--- config.mk ---
export PLATFORM = sky130hd
export DESIGN_NAME = low_power_wake_reset_io
export DESIGN_NICKNAME = d
export VERILOG_FILES = /design/src/logic/power_wake_pkg.sv /design/src/logic/wake_if.sv /design/src/logic/wake_delay.sv /design/src/logic/low_power_wake_reset_io.sv
export SDC_FILE = /design/constraint.sdc
export NUM_CORES = 1
export LEC_CHECK = 0
export BUFFER_PORTS_ARGS = -buffer_cell sky130_fd_sc_hd__buf_2
export CAP_MARGIN = 20
export CELL_PAD_IN_SITES_DETAIL_PLACEMENT = 1
export CELL_PAD_IN_SITES_GLOBAL_PLACEMENT = 2
export CORE_ASPECT_RATIO = 2
export CORE_UTILIZATION = 36
export DETAILED_ROUTE_END_ITERATION = 10
export GPL_TIMING_DRIVEN = 0
export PLACE_DENSITY = 0.81
export SLEW_MARGIN = 20
export SYNTH_ARGS = -nofsm -noshare
export SYNTH_HDL_FRONTEND = slang
export SYNTH_SLANG_ARGS = --single-unit
--- constraint.sdc ---
create_clock -name MCLK -period 3.15 [get_ports MCLK]
set_input_delay 0.1575 -clock MCLK [delete_from_list [all_inputs] [get_ports MCLK]]
set_output_delay 0.1575 -clock MCLK [all_outputs]
set_load 0.05 [all_outputs]
--- src/logic/power_wake_pkg.sv ---
// shared constants and types for the power, wake-up and port block
// assumes an 8-bit register view sitting on a 32-bit classic Wishbone bus
package power_wake_pkg;
    // register byte addresses
    localparam logic [7:0] ADDR_CLKMD    = 8'h00;
    localparam logic [7:0] ADDR_INTEN    = 8'h04;
    localparam logic [7:0] ADDR_INTEN_S  = 8'h08;
    localparam logic [7:0] ADDR_INTEN_C  = 8'h0C;
    localparam logic [7:0] ADDR_MISC     = 8'h10;
    localparam logic [7:0] ADDR_PDATA    = 8'h14;
    localparam logic [7:0] ADDR_PDIR     = 8'h18;
    localparam logic [7:0] ADDR_PPULL    = 8'h1C;
    localparam logic [7:0] ADDR_PDIEN    = 8'h20;
    localparam logic [7:0] ADDR_STOP     = 8'h24;
    localparam logic [7:0] ADDR_STATUS   = 8'h28;
    // reset values and the interrupt enable write mask
    localparam logic [7:0] CLKMD_RST     = 8'hF6;
    localparam logic [7:0] INTEN_RST     = 8'h00;
    localparam logic [7:0] INTEN_MASK    = 8'h85;
    localparam logic [7:0] PORT_RST      = 8'h00;
    // clock mode, interrupt enable and misc field positions
    localparam int CLKMD_SEL_LSB = 5;
    localparam int CLKMD_HF_EN   = 4;
    localparam int CLKMD_TYPE    = 3;
    localparam int CLKMD_LF_EN   = 2;
    localparam int CLKMD_WD_EN   = 1;
    localparam int INTEN_KEEP    = 7;
    localparam int MISC_FAST     = 0;
    // stop command codes
    localparam logic [7:0] STOP_LIGHT = 8'h01;
    localparam logic [7:0] STOP_DEEP  = 8'h02;
    // wake-up counts
    localparam logic [10:0] NORMAL_WAKE_TICKS = 11'h400;
    localparam logic [10:0] FAST_WAKE_TICKS   = 11'h080;
    // clock figures
    localparam int MCLK_PERIOD_NS = 4;
    // reset causes
    typedef enum logic [1:0] {
        CAUSE_POWERUP  = 2'b00,
        CAUSE_BROWNOUT = 2'b01,
        CAUSE_EXTPIN   = 2'b10,
        CAUSE_WATCHDOG = 2'b11
    } rst_cause_t;
    typedef enum logic [1:0] {
        ST_RUN   = 2'b00,
        ST_LSTOP = 2'b01,
        ST_DSTOP = 2'b10,
        ST_WAKE  = 2'b11
    } pstate_t;
endpackage : power_wake_pkg

--- src/logic/wake_if.sv ---
// carrier between the sequencer and its wake-up delay counter
// assumes both ends share one clock
`timescale 1ns/100ps
interface wake_if;
    logic start;
    logic fast;
    logic deep;
    logic lf_tick;
    logic sys_tick;
    logic busy;
    logic done;
    modport ctl (output start, output fast, output deep, output lf_tick, output sys_tick,
                 input busy, input done);
    modport tmr (input start, input fast, input deep, input lf_tick, input sys_tick,
                 output busy, output done);
endinterface : wake_if

--- src/logic/wake_delay.sv ---
// wake-up delay counter: optional oscillator settling, then ticks
// assumes ticks are one-cycle enables on the same clock
`timescale 1ns/100ps
module wake_delay
    import power_wake_pkg::*;
#(
    parameter int SETTLE_CYC = 1
) (
    input  wire logic clk,
    input  wire logic rst_n,
    wake_if.tmr       w
);
    logic [15:0] settle_q;
    logic [10:0] cnt_q;
    logic        fast_q;

    generate
        if (SETTLE_CYC < 1 || SETTLE_CYC > 65535) begin : g_bad
            $error("wake_delay: settle count out of range");
        end
    endgenerate

    // fast mode counts system ticks, normal mode low-freq ticks
    always_ff @(posedge clk or negedge rst_n) begin
        if (!rst_n) begin
            settle_q <= 16'h0000;
            cnt_q    <= 11'h000;
            fast_q   <= 1'b0;
            w.busy   <= 1'b0;
            w.done   <= 1'b0;
        end else if (w.start) begin
            w.busy   <= 1'b1;
            w.done   <= 1'b0;
            fast_q   <= w.fast;
            settle_q <= (w.fast && w.deep) ? 16'(SETTLE_CYC) : 16'h0000;
            cnt_q    <= w.fast ? FAST_WAKE_TICKS : NORMAL_WAKE_TICKS;
        end else if (w.busy) begin
            if (settle_q != 16'h0000) begin
                settle_q <= settle_q - 16'h0001;
            end else if (fast_q ? w.sys_tick : w.lf_tick) begin
                if (cnt_q == 11'h001) begin
                    w.busy <= 1'b0;
                    w.done <= 1'b1;
                end
                cnt_q <= cnt_q - 11'h001;
            end
        end else begin
            w.done <= 1'b0;
        end
    end
endmodule : wake_delay

--- src/logic/low_power_wake_reset_io.sv ---
// power-save / power-down sequencer, reset handling and port pins
// assumes a classic Wishbone master on MCLK and asynchronous pads
`timescale 1ns/100ps
module low_power_wake_reset_io
    import power_wake_pkg::*;
#(
    parameter int         PORT_W        = 8,
    parameter int         OD_PIN        = 5,
    parameter int         LF_DIV        = 6750,
    parameter int         HF_DIV        = 16,
    parameter int         HF_SETTLE_NS  = 20000,
    parameter logic [2:0] BROWNOUT_OPT  = 3'h3
) (
    input  wire logic                 MCLK,
    input  wire logic                 RSTN,
    input  wire logic                 WB_CYC_I,
    input  wire logic                 WB_STB_I,
    input  wire logic                 WB_WE_I,
    input  wire logic [7:0]           WB_ADR_I,
    input  wire logic [3:0]           WB_SEL_I,
    input  wire logic [31:0]          WB_DAT_I,
    output logic      [31:0]          WB_DAT_O,
    output logic                      WB_ACK_O,
    input  wire logic                 BROWNOUT_DET,
    input  wire logic                 EXT_RESET_PIN_N,
    input  wire logic                 WATCHDOG_TIMEOUT,
    input  wire logic                 TIMER_WAKE,
    input  wire logic [PORT_W-1:0]    PAD_IN,
    output logic      [PORT_W-1:0]    PAD_OUT,
    output logic      [PORT_W-1:0]    PAD_OE_N,
    output logic      [PORT_W-1:0]    PAD_PULLUP_EN,
    output logic                      CPU_CLK_EN,
    output logic                      CPU_RESET_N,
    output logic                      HF_OSC_EN,
    output logic                      LF_OSC_EN,
    output logic                      PROG_MEM_EN,
    output logic                      WATCHDOG_EN,
    output logic                      RAM_RETAINED,
    output logic      [2:0]           BROWNOUT_LEVEL
);
    localparam int SETTLE_CYC = (HF_SETTLE_NS + MCLK_PERIOD_NS - 1) / MCLK_PERIOD_NS;

    generate
        if (PORT_W < 6 || PORT_W > 8 || OD_PIN >= PORT_W || LF_DIV < 2 || HF_DIV < 2
            || LF_DIV > 65535 || HF_DIV > 255) begin : g_bad
            $error("low_power_wake_reset_io: unsupported parameter values");
        end
    endgenerate

    // system clock divider mask from the clock mode selection, in high-freq ticks
    function automatic logic [6:0] hf_mask(input logic type1, input logic [2:0] sel);
        logic [6:0] m;
        m = 7'h03;
        if (!type1) begin
            m = (sel == 3'h1) ? 7'h01 : 7'h03;
        end else begin
            if (sel == 3'h0) m = 7'h0F;
            else if (sel == 3'h1) m = 7'h07;
            else if (sel == 3'h3) m = 7'h1F;
            else m = 7'h3F;
        end
        return m;
    endfunction : hf_mask

    logic [7:0]        clkmd_q, inten_q, misc_q;
    logic [PORT_W-1:0] pdata_q, pdir_q, ppull_q, pdien_q;
    logic [PORT_W-1:0] pad_s1_q, pad_s2_q, pad_prev_q;
    logic              bo_s1_q, bo_s2_q, xr_s1_q, xr_s2_q;
    logic              soft_rst_q;
    rst_cause_t        cause_q;
    pstate_t           state_q;
    logic              stop_deep_q;
    logic [15:0]       lf_cnt_q;
    logic [7:0]        hf_cnt_q;
    logic [6:0]        pre_q;
    logic [1:0]        lf_pre_q;
    logic              lf_tick, hf_tick, sys_tick;
    logic              bus_req, bus_wr, bus_rd;
    logic [7:0]        wdat, rdat;
    logic [PORT_W-1:0] toggle, drive_low;
    logic              pin_wake, cmd_light, cmd_deep;

    wake_if w ();

    wake_delay #(.SETTLE_CYC(SETTLE_CYC)) u_wake (
        .clk   (MCLK),
        .rst_n (RSTN),
        .w     (w.tmr)
    );

    // asynchronous inputs pass two flip-flops first
    always_ff @(posedge MCLK or negedge RSTN) begin
        if (!RSTN) begin
            pad_s1_q   <= '0;
            pad_s2_q   <= '0;
            pad_prev_q <= '0;
            bo_s1_q    <= 1'b0;
            bo_s2_q    <= 1'b0;
            xr_s1_q    <= 1'b1;
            xr_s2_q    <= 1'b1;
        end else begin
            pad_s1_q   <= PAD_IN;
            pad_s2_q   <= pad_s1_q;
            pad_prev_q <= pad_s2_q;
            bo_s1_q    <= BROWNOUT_DET;
            bo_s2_q    <= bo_s1_q;
            xr_s1_q    <= EXT_RESET_PIN_N;
            xr_s2_q    <= xr_s1_q;
        end
    end

    // internal reset from brownout, reset pin or watchdog; cause survives it
    always_ff @(posedge MCLK or negedge RSTN) begin
        if (!RSTN) begin
            soft_rst_q <= 1'b0;
            cause_q    <= CAUSE_POWERUP;
        end else begin
            soft_rst_q <= bo_s2_q || !xr_s2_q || WATCHDOG_TIMEOUT;
            if (bo_s2_q) cause_q <= CAUSE_BROWNOUT;
            else if (!xr_s2_q) cause_q <= CAUSE_EXTPIN;
            else if (WATCHDOG_TIMEOUT) cause_q <= CAUSE_WATCHDOG;
        end
    end

    // bus decode; writes are refused in power-down so state is frozen
    assign bus_req = WB_CYC_I && WB_STB_I && !WB_ACK_O;
    assign bus_wr  = bus_req && WB_WE_I && WB_SEL_I[0] && state_q != ST_DSTOP;
    assign bus_rd  = bus_req && !WB_WE_I;
    assign wdat    = WB_DAT_I[7:0];
    assign cmd_light = bus_wr && WB_ADR_I == ADDR_STOP && wdat == STOP_LIGHT && state_q == ST_RUN;
    assign cmd_deep  = bus_wr && WB_ADR_I == ADDR_STOP && wdat == STOP_DEEP && state_q == ST_RUN;

    // control registers, reloaded on every reset
    always_ff @(posedge MCLK or negedge RSTN) begin
        if (!RSTN) begin
            clkmd_q <= CLKMD_RST;
            inten_q <= INTEN_RST;
            misc_q  <= 8'h00;
        end else if (soft_rst_q) begin
            clkmd_q <= CLKMD_RST;
            inten_q <= INTEN_RST;
            misc_q  <= 8'h00;
        end else if (bus_wr) begin
            if (WB_ADR_I == ADDR_CLKMD) clkmd_q <= wdat;
            else if (WB_ADR_I == ADDR_INTEN) inten_q <= wdat & INTEN_MASK;
            else if (WB_ADR_I == ADDR_INTEN_S) inten_q <= inten_q | (wdat & INTEN_MASK);
            else if (WB_ADR_I == ADDR_INTEN_C) begin
                // bit 7 is kept out of the clear mask; bit-wise clears cannot drop it
                inten_q <= inten_q & ~(wdat & INTEN_MASK & 8'h7F);
            end else if (WB_ADR_I == ADDR_MISC) misc_q <= {7'h00, wdat[MISC_FAST]};
        end
    end

    // port registers
    always_ff @(posedge MCLK or negedge RSTN) begin
        if (!RSTN) begin
            pdata_q <= '0;
            pdir_q  <= '0;
            ppull_q <= '0;
            pdien_q <= '0;
        end else if (soft_rst_q) begin
            pdata_q <= PORT_RST[PORT_W-1:0];
            pdir_q  <= PORT_RST[PORT_W-1:0];
            ppull_q <= PORT_RST[PORT_W-1:0];
            pdien_q <= PORT_RST[PORT_W-1:0];
        end else if (bus_wr) begin
            if (WB_ADR_I == ADDR_PDATA) pdata_q <= wdat[PORT_W-1:0];
            else if (WB_ADR_I == ADDR_PDIR) pdir_q <= wdat[PORT_W-1:0];
            else if (WB_ADR_I == ADDR_PPULL) ppull_q <= wdat[PORT_W-1:0];
            else if (WB_ADR_I == ADDR_PDIEN) pdien_q <= wdat[PORT_W-1:0];
        end
    end

    // read mux; unmapped addresses read zero
    always_comb begin
        rdat = 8'h00;
        if (WB_ADR_I == ADDR_CLKMD) rdat = clkmd_q;
        else if (WB_ADR_I == ADDR_INTEN) rdat = inten_q;
        else if (WB_ADR_I == ADDR_MISC) rdat = misc_q;
        else if (WB_ADR_I == ADDR_PDATA) begin
            rdat = 8'((pdir_q & pdata_q) | (~pdir_q & pad_s2_q));
        end else if (WB_ADR_I == ADDR_PDIR) rdat = 8'(pdir_q);
        else if (WB_ADR_I == ADDR_PPULL) rdat = 8'(ppull_q);
        else if (WB_ADR_I == ADDR_PDIEN) rdat = 8'(pdien_q);
        else if (WB_ADR_I == ADDR_STATUS) rdat = {2'h0, RAM_RETAINED, cause_q, w.busy, state_q};
    end

    // single-cycle acknowledge, one wait state; ack drops the cycle after
    always_ff @(posedge MCLK or negedge RSTN) begin
        if (!RSTN) begin
            WB_ACK_O <= 1'b0;
            WB_DAT_O <= 32'h0000_0000;
        end else begin
            WB_ACK_O <= bus_req;
            if (bus_rd) WB_DAT_O <= {24'h00_0000, rdat};
        end
    end

    // oscillator stand-ins; both stop dead in power-down
    always_ff @(posedge MCLK or negedge RSTN) begin
        if (!RSTN) begin
            lf_cnt_q <= 16'h0000;
            hf_cnt_q <= 8'h00;
            pre_q    <= 7'h00;
            lf_pre_q <= 2'h0;
        end else begin
            if (state_q == ST_DSTOP || !clkmd_q[CLKMD_LF_EN]) lf_cnt_q <= 16'h0000;
            else if (lf_tick) lf_cnt_q <= 16'h0000;
            else lf_cnt_q <= lf_cnt_q + 16'h0001;
            if (state_q == ST_DSTOP || !clkmd_q[CLKMD_HF_EN]) hf_cnt_q <= 8'h00;
            else if (hf_tick) hf_cnt_q <= 8'h00;
            else hf_cnt_q <= hf_cnt_q + 8'h01;
            if (hf_tick) pre_q <= pre_q + 7'h01;
            if (lf_tick) lf_pre_q <= lf_pre_q + 2'h1;
        end
    end

    assign lf_tick = state_q != ST_DSTOP && clkmd_q[CLKMD_LF_EN] && lf_cnt_q == 16'(LF_DIV - 1);
    assign hf_tick = state_q != ST_DSTOP && clkmd_q[CLKMD_HF_EN] && hf_cnt_q == 8'(HF_DIV - 1);

    // system clock enable: low-freq /1 or /4, else high-freq divided
    always_comb begin
        if (!clkmd_q[CLKMD_TYPE] && clkmd_q[7:5] == 3'h7) begin
            sys_tick = lf_tick;
        end else if (!clkmd_q[CLKMD_TYPE] && clkmd_q[7:5] == 3'h6) begin
            sys_tick = lf_tick && lf_pre_q == 2'h0;
        end else begin
            sys_tick = hf_tick && (pre_q & hf_mask(clkmd_q[CLKMD_TYPE], clkmd_q[7:5])) == 7'h00;
        end
    end

    // wake sources: toggles on enabled input pins, timer in light stop only
    assign toggle   = (pad_s2_q ^ pad_prev_q) & ~pdir_q & pdien_q;
    assign pin_wake = |toggle;

    assign w.start    = (state_q == ST_LSTOP && (pin_wake || TIMER_WAKE))
                     || (state_q == ST_DSTOP && pin_wake);
    assign w.fast     = misc_q[MISC_FAST];
    assign w.deep     = state_q == ST_DSTOP;
    assign w.lf_tick  = lf_tick;
    assign w.sys_tick = sys_tick;

    // power state machine; wake resumes the halted CPU, never vectors
    always_ff @(posedge MCLK or negedge RSTN) begin
        if (!RSTN) begin
            state_q     <= ST_RUN;
            stop_deep_q <= 1'b0;
        end else if (soft_rst_q) begin
            state_q     <= ST_RUN;
            stop_deep_q <= 1'b0;
        end else begin
            case (state_q)
                ST_RUN: begin
                    if (cmd_deep) begin
                        state_q     <= ST_DSTOP;
                        stop_deep_q <= 1'b1;
                    end else if (cmd_light) begin
                        state_q     <= ST_LSTOP;
                        stop_deep_q <= 1'b0;
                    end
                end
                ST_LSTOP: begin
                    if (w.start) state_q <= ST_WAKE;
                end
                ST_DSTOP: begin
                    if (w.start) state_q <= ST_WAKE;
                end
                ST_WAKE: begin
                    if (w.done) state_q <= ST_RUN;
                end
                default: state_q <= ST_RUN;
            endcase
        end
    end

    // pad drivers; open-drain pin has no high side
    assign drive_low = pdir_q & ~pdata_q;

    always_ff @(posedge MCLK or negedge RSTN) begin
        if (!RSTN) begin
            PAD_OUT       <= '0;
            PAD_OE_N      <= '1;
            PAD_PULLUP_EN <= '0;
        end else begin
            for (int i = 0; i < PORT_W; i++) begin
                if (i == OD_PIN) begin
                    PAD_OUT[i]  <= 1'b0;
                    PAD_OE_N[i] <= !drive_low[i];
                end else begin
                    PAD_OUT[i]  <= pdata_q[i];
                    PAD_OE_N[i] <= !pdir_q[i];
                end
                PAD_PULLUP_EN[i] <= ppull_q[i] && !drive_low[i];
            end
        end
    end

    // clock, memory and oscillator controls
    always_ff @(posedge MCLK or negedge RSTN) begin
        if (!RSTN) begin
            CPU_CLK_EN     <= 1'b0;
            CPU_RESET_N    <= 1'b0;
            HF_OSC_EN      <= 1'b0;
            LF_OSC_EN      <= 1'b0;
            PROG_MEM_EN    <= 1'b0;
            WATCHDOG_EN    <= 1'b0;
            RAM_RETAINED   <= 1'b0;
            BROWNOUT_LEVEL <= 3'h0;
        end else begin
            CPU_CLK_EN     <= state_q == ST_RUN;
            CPU_RESET_N    <= !soft_rst_q;
            HF_OSC_EN      <= state_q != ST_DSTOP && clkmd_q[CLKMD_HF_EN];
            LF_OSC_EN      <= state_q != ST_DSTOP && clkmd_q[CLKMD_LF_EN];
            PROG_MEM_EN    <= state_q == ST_RUN || state_q == ST_WAKE;
            WATCHDOG_EN    <= clkmd_q[CLKMD_WD_EN] && clkmd_q[CLKMD_LF_EN];
            RAM_RETAINED   <= cause_q == CAUSE_EXTPIN || cause_q == CAUSE_WATCHDOG;
            BROWNOUT_LEVEL <= BROWNOUT_OPT;
        end
    end
endmodule : low_power_wake_reset_io

Yosys cells after proc, flatten, opt, wreduce, memory -nomap -nowiden:

Cells that the tools add are included.

* word-level logic and storage cells: 273
* output and inout port bits: 67
* register bits: 192
* bits of input ports: 61

* muxes and demuxes: 84
* add/subtract/negate cells: 6
* equal/unequal tests: 40
* reduce and logical (&&, ||, !) cells: 91
* bitwise gates (word level): 13

Operator list (count)
* $mux W8: 43
* $mux W16: 5
* $mux W11: 5
* $and A8 B8 Y8: 6
* $eq A8 B5 Y1 const B: 4
* $logic_and A1 B1 Y1: 31
* $mux W6: 5
* $eq A8 B4 Y1 const B: 3
* $eq A8 B6 Y1 const B: 3
* $logic_not A1 Y1: 22
* $reduce_bool A2 Y1: 10
* $mux W2: 9
* $add A16 B1 Y16 const B: 1
* $eq A16 B13 Y1 const B: 1
* $ne A2 B2 Y1 const B: 8
* $not A8 Y8: 2
* $or A8 B8 Y8: 2
* $reduce_bool A16 Y1: 1
* $sub A16 B1 Y16 const B: 1
* $reduce_and A3 Y1: 5
* $mux W7: 2
* $mux W1: 13
* $mux W13: 1
* $ne A3 B2 Y1 const B: 4
* other kinds (33): 47

Logic depth before layout (Yosys ltp):

* depth after elaboration: 17
* mapped depth: 9
* mapped depth without buffers: 9

Modules after synthesis:

Synthesis repeated with hierarchy kept, for this count alone.

* cells, all modules: 827
* area, all modules: 8570.7 um^2

By module, submodules not included
* low_power_wake_reset_io: seq. area each 3748.6 um^2, area each 6746.5 um^2, cells an instance 631, times used 1
* wake_delay: seq. area each 750.7 um^2, area each 1824.2 um^2, cells an instance 196, times used 1

Worst setup path before layout:

OpenSTA, ideal clock, no wires.

* kind: reg2reg
* from: register WB_ACK_O
* to: register state_q[1]
* library setup time: 0.126 ns
* path buffers: 0
* data required time: 3.024 ns
* period minus slack after synthesis: 2.475 ns
* stages on the path, launching flop included: 7
* arrival: 2.349 ns
* path slack: 0.675 ns
* cell sequence: dfrtp_1 > nand3b_1 > or4b_2 > o31ai_1 > o311a_1 > nand2_1 > o311a_1

* longest elaborated chain between the ends: 11
* elaborated cells between the ends (all ways): 15
* classes of those cells: eq/ne: 1; mux: 3; reduce/logical: 11

RTL lines
* from (decl): RTL line low_power_wake_reset_io.sv:23 `output logic WB_ACK_O,`
* from (signal assigned): RTL line low_power_wake_reset_io.sv:194 `WB_ACK_O <= bus_req;`
* $logic_not A1 Y1 (*): RTL line low_power_wake_reset_io.sv:126 `assign bus_req = WB_CYC_I && WB_STB_I && !WB_ACK_O;`
* $logic_and A1 B1 Y1 (*): RTL line low_power_wake_reset_io.sv:126
* $logic_and A1 B1 Y1 (*) (3 in a row): RTL line low_power_wake_reset_io.sv:127 `assign bus_wr = bus_req && WB_WE_I && WB_SEL_I[0] && state_q != ST_DSTOP;`
* $logic_and A1 B1 Y1 (*): RTL line low_power_wake_reset_io.sv:130, low_power_wake_reset_io.sv:131
* $logic_and A1 B1 Y1 (2 in a row): RTL line low_power_wake_reset_io.sv:131 `assign cmd_deep = bus_wr && WB_ADR_I == ADDR_STOP && wdat == STOP_DEEP && state_q == ST_RUN;`
* $mux W2: RTL line low_power_wake_reset_io.sv:254 `if (cmd_deep) begin`
* $pmux W2 S3: RTL line low_power_wake_reset_io.sv:252 `case (state_q)`
* $mux W2: RTL line low_power_wake_reset_io.sv:248 `end else if (soft_rst_q) begin`
* to (signal assigned): RTL line low_power_wake_reset_io.sv:249 `state_q <= ST_RUN;`
* to (signal assigned): RTL line low_power_wake_reset_io.sv:255 `state_q <= ST_DSTOP;`
* to (signal assigned): RTL line low_power_wake_reset_io.sv:258 `state_q <= ST_LSTOP;`
* to (decl): RTL line low_power_wake_reset_io.sv:71 `pstate_t state_q;`

Every way passes the cells marked *; elsewhere a longest branch is shown, timed or not.
A chain may end at the register's enable or synchronous reset.

Worst setup path after layout:

* from: register state_q[0]
* to: register u_wake.cnt_q[7]

* longest elaborated chain between the ends: 9
* elaborated cells between the ends (all ways): 20
* classes of those cells: eq/ne: 4; mux: 4; reduce/logical: 12

RTL lines
* from (signal assigned): RTL line low_power_wake_reset_io.sv:246 `state_q <= ST_RUN;`
* from (signal assigned): RTL line low_power_wake_reset_io.sv:249
* from (signal assigned): RTL line low_power_wake_reset_io.sv:255
* $ne A2 B2 Y1: RTL line low_power_wake_reset_io.sv:218, low_power_wake_reset_io.sv:219
* $logic_and A1 B1 Y1, on equally long branches (2 in a row): RTL line low_power_wake_reset_io.sv:219, low_power_wake_reset_io.sv:218
* $logic_and A1 B1 Y1, on equally long branches: RTL line low_power_wake_reset_io.sv:228, low_power_wake_reset_io.sv:226
* $mux W1: RTL line low_power_wake_reset_io.sv:225 `end else if (!clkmd_q[CLKMD_TYPE] && clkmd_q[7:5] == 3'h6) begin`
* $mux W1: RTL line low_power_wake_reset_io.sv:223 `if (!clkmd_q[CLKMD_TYPE] && clkmd_q[7:5] == 3'h7) begin`
* $mux W1: RTL line wake_delay.sv:40 `end else if (fast_q ? w.sys_tick : w.lf_tick) begin`
* $reduce_bool A2 Y1 (no source line)
* $reduce_and A3 Y1 (no source line)
* to (signal assigned): RTL line wake_delay.sv:36 `cnt_q <= w.fast ? FAST_WAKE_TICKS : NORMAL_WAKE_TICKS;`
* to (signal assigned): RTL line wake_delay.sv:45 `cnt_q <= cnt_q - 11'h001;`
* to (decl): RTL line wake_delay.sv:14 `logic [10:0] cnt_q;`

Several ways; a longest one is shown, not always the timed one.

==> reports/metrics.csv <==
metric,value,unit
status,"complete, no violations",
cts_tree,built,
area_growth,18.7,%
grt_pass1_wl,38.0,mm
io_pins,128,
drt_pass1_iterations,5,
ys_ff_latch,179,
path_clk_slew,70,ps
finalClockSkew,11.7,ps
gr-max-usage-layer,met2,
place_hpwl,17.3,mm
grt.overflow.total,0,
cp-start-kind,flop,
synth_edf_count,0,
yosysWarnings,0,
reg.largest.list,"lf_cnt_q: 16 flops, u_wake.settle_q: 16 flops, u_wake.cnt_q: 11 flops",
fp.coreArea,0.0222,sq mm
synth.top_cell.area_share,0.498,
start_util,0.369,
fp.dieArea,0.0234,sq mm
yosys-top-cells-count,"dfrtp_1, nor2_1, nand2_1, a21oi_1, nand3_1",
fp.dieW,109,microns
grt_start_max_net_pins,93,
yosysMostFrequentCell,dfrtp_1,
ys_seq_area_frac,0.550,
final_nets,985,
clock_latency,450,ps
period_minus_slack,2940,ps
rsz0062_at_grt,false,
cp-end-kind,flop,
setup_viol,0,
row_count,77,
setup_slack,211,ps
min_path_type,input pin to flop,
ant_nets,0,
cts_root_buf,clkbuf_16,
gr-usage-met3,0.0337,
route.detailed.drc,0,
synth_top_family_by_area,simple AND/OR/NAND/NOR gates,
power_density,560,mW/mm^2
crit_path_max_fanout,10,
grtUsageTotal,0.218,
drv_slew,0,
avgSynthCellArea,10.4,sq um
crit_arrival,3270,ps
clock_path_buffers,2,
dp.cells,1157,
via_per_inst,5.21,
port_buffers,70,
syn_area,0.00818,sq mm
vias,6261,
numCtsBuffers,17,
slew_headroom,0.255,
ys_async_sr_fraction,1.00,
cts.sinks,179,
ys_types,72,
peakVddDrop,0.407,mV
routed_wl,23.2,mm
drive_gt1_frac,0.183,
p_leak,4.22,nW
tightest_slew,1110,ps
routabilityCongestion,0.929,
fin_cells,1201,
synth-main-ff-cell,dfrtp_1,
hold_viol_final,0,
use_met2,0.402,
finalCritPeriodShare,0.933,
wl_per_cell,19.3,microns
antenna_found_initial,0,
synthSimpleGateAreaFrac,0.187,
die_h,215,microns
synth_xor_area_frac,0.0567,
drv_cap,0,
grt_pass1_vias,7003,
synth_top_area_cell,dfrtp_1,
syn_inst,785,
synth_compound_area_frac,0.0988,
grt_use_met1,0.230,
muxShareOfSynthArea,0.0398,
fmax,340,MHz
required,3480,ps
yosys.area_share.adder,0.0183,
ctsHtreeMaxLevel,4,
drt_iter0_markers,194,
critPathKind,flop to flop,
dp_slack,-196,ps
n_antenna_cell,0,
synth_area_leaders,"dfrtp_1, dfstp_2, nor2_1",
routing by layer:
metal	wire length (microns)	vias to the layer above	share of wire
met1	8470	3158	0.36
met2	13000	132	0.56
met3	647	57	0.028
met5	0	-	0
li1	-	2914	-
met4	1090	0	0.047
power by group:
group	switching, mW	internal [mW]
combinational	0.415	0.279
clock	1.04	1.05
sequential	0.183	2.47
worst paths after layout:
check                      depth (start not counted)   startpoint  slack [ps]               to
max in group asynchronous                          3         RSTN        1930       clkmd_q[1]
min reg2reg                                        0  pad_s1_q[2]         350      pad_s2_q[2]
max reg2reg                                        9   state_q[0]         210  u_wake.cnt_q[7]
min in group asynchronous                          2         RSTN         310      pad_s1_q[0]
min                                                3  WB_DAT_I[6]          20       clkmd_q[6]
max                                                9   state_q[0]         210  u_wake.cnt_q[7]
logic make-up (layout without fill, tap and decap cells):
group,Yosys count,after routing
XOR/XNOR,53,53
AO/OA/AOI/OAI,122,122
adder cells (fa/ha/maj),12,12
other,2,27
multiplexers,32,32
AND/OR/NAND/NOR,307,307
flip-flops,179,179
buffers and inverters,78,193
placed cells by master, fill, tap and decap left out, types with 6 or more instances in the layout:
master	n
a21oi_1	43
nor4_1	9
inv_1	24
xor2_1	25
o21ai_0	22
o21a_1	6
ha_1	12
buf_2	71
nor2b_1	9
clkbuf_1	21
dfstp_2	16
a221oi_1	6
nor2_1	90
or3_1	10
and2_1	7
or4_1	9
conb_1	27
dfrtp_1	163
nand2_1	75
nand4_1	8
buf_4	27
clkbuf_16	17
dlygate4sd3_1	12
nand2b_1	8
xnor2_1	28
nor3_1	9
nand3_1	41
mux2i_1	28
metrics by stage:
| step | area, sq um | total power [mW] | setup TNS [ps] | util | hold WS, ps |
|---|---|---|---|---|---|
| final | 9710 | 5.44 | 0 | 0.438 | 20.0 |
| after global routing | 9710 | 5.67 | 0 | 0.438 | 32.2 |
| after CTS | 9710 | 5.50 | 0 | 0.438 | 0.200 |
| after detailed placement | 9020 | 3.39 | -1890 | 0.407 | 207 |
| after global placement | 8970 | 3.35 | -171440 | 0.405 | 263 |
| after floorplan | 8280 | 3.15 | 0 | - | -138 |
area by class of cell:
type | count | area [sq um]
Buffer | 53 | 305
Clock buffer | 17 | 425
Clock inverter | 15 | 141
Fill cell | 2564 | 12400
Inverter | 25 | 93.8
Multi-Input combinational cell | 553 | 3390
Sequential cell | 179 | 4500
Tap cell | 276 | 345
Timing Repair Buffer | 83 | 508
worst max-delay path, stage by stage, from the launching register on:
cell	delay, ps
dfrtp_1	500
inv_1	110
ha_1	350
nand2b_1	310
inv_1	180
nand4_1	120
a2111o_1	380
a21oi_2	420
a31oi_1	160
o31a_1	300
repair_timing:
action / CTS / global route
resized for setup: 1 / 0
setup endpoints to repair: 2 / 0
hold endpoints to repair: 91 / 0
buffers inserted: 0 / 0
hold buffers: 12 / 0
No activity file was read; power rests on OpenSTA's default activity.
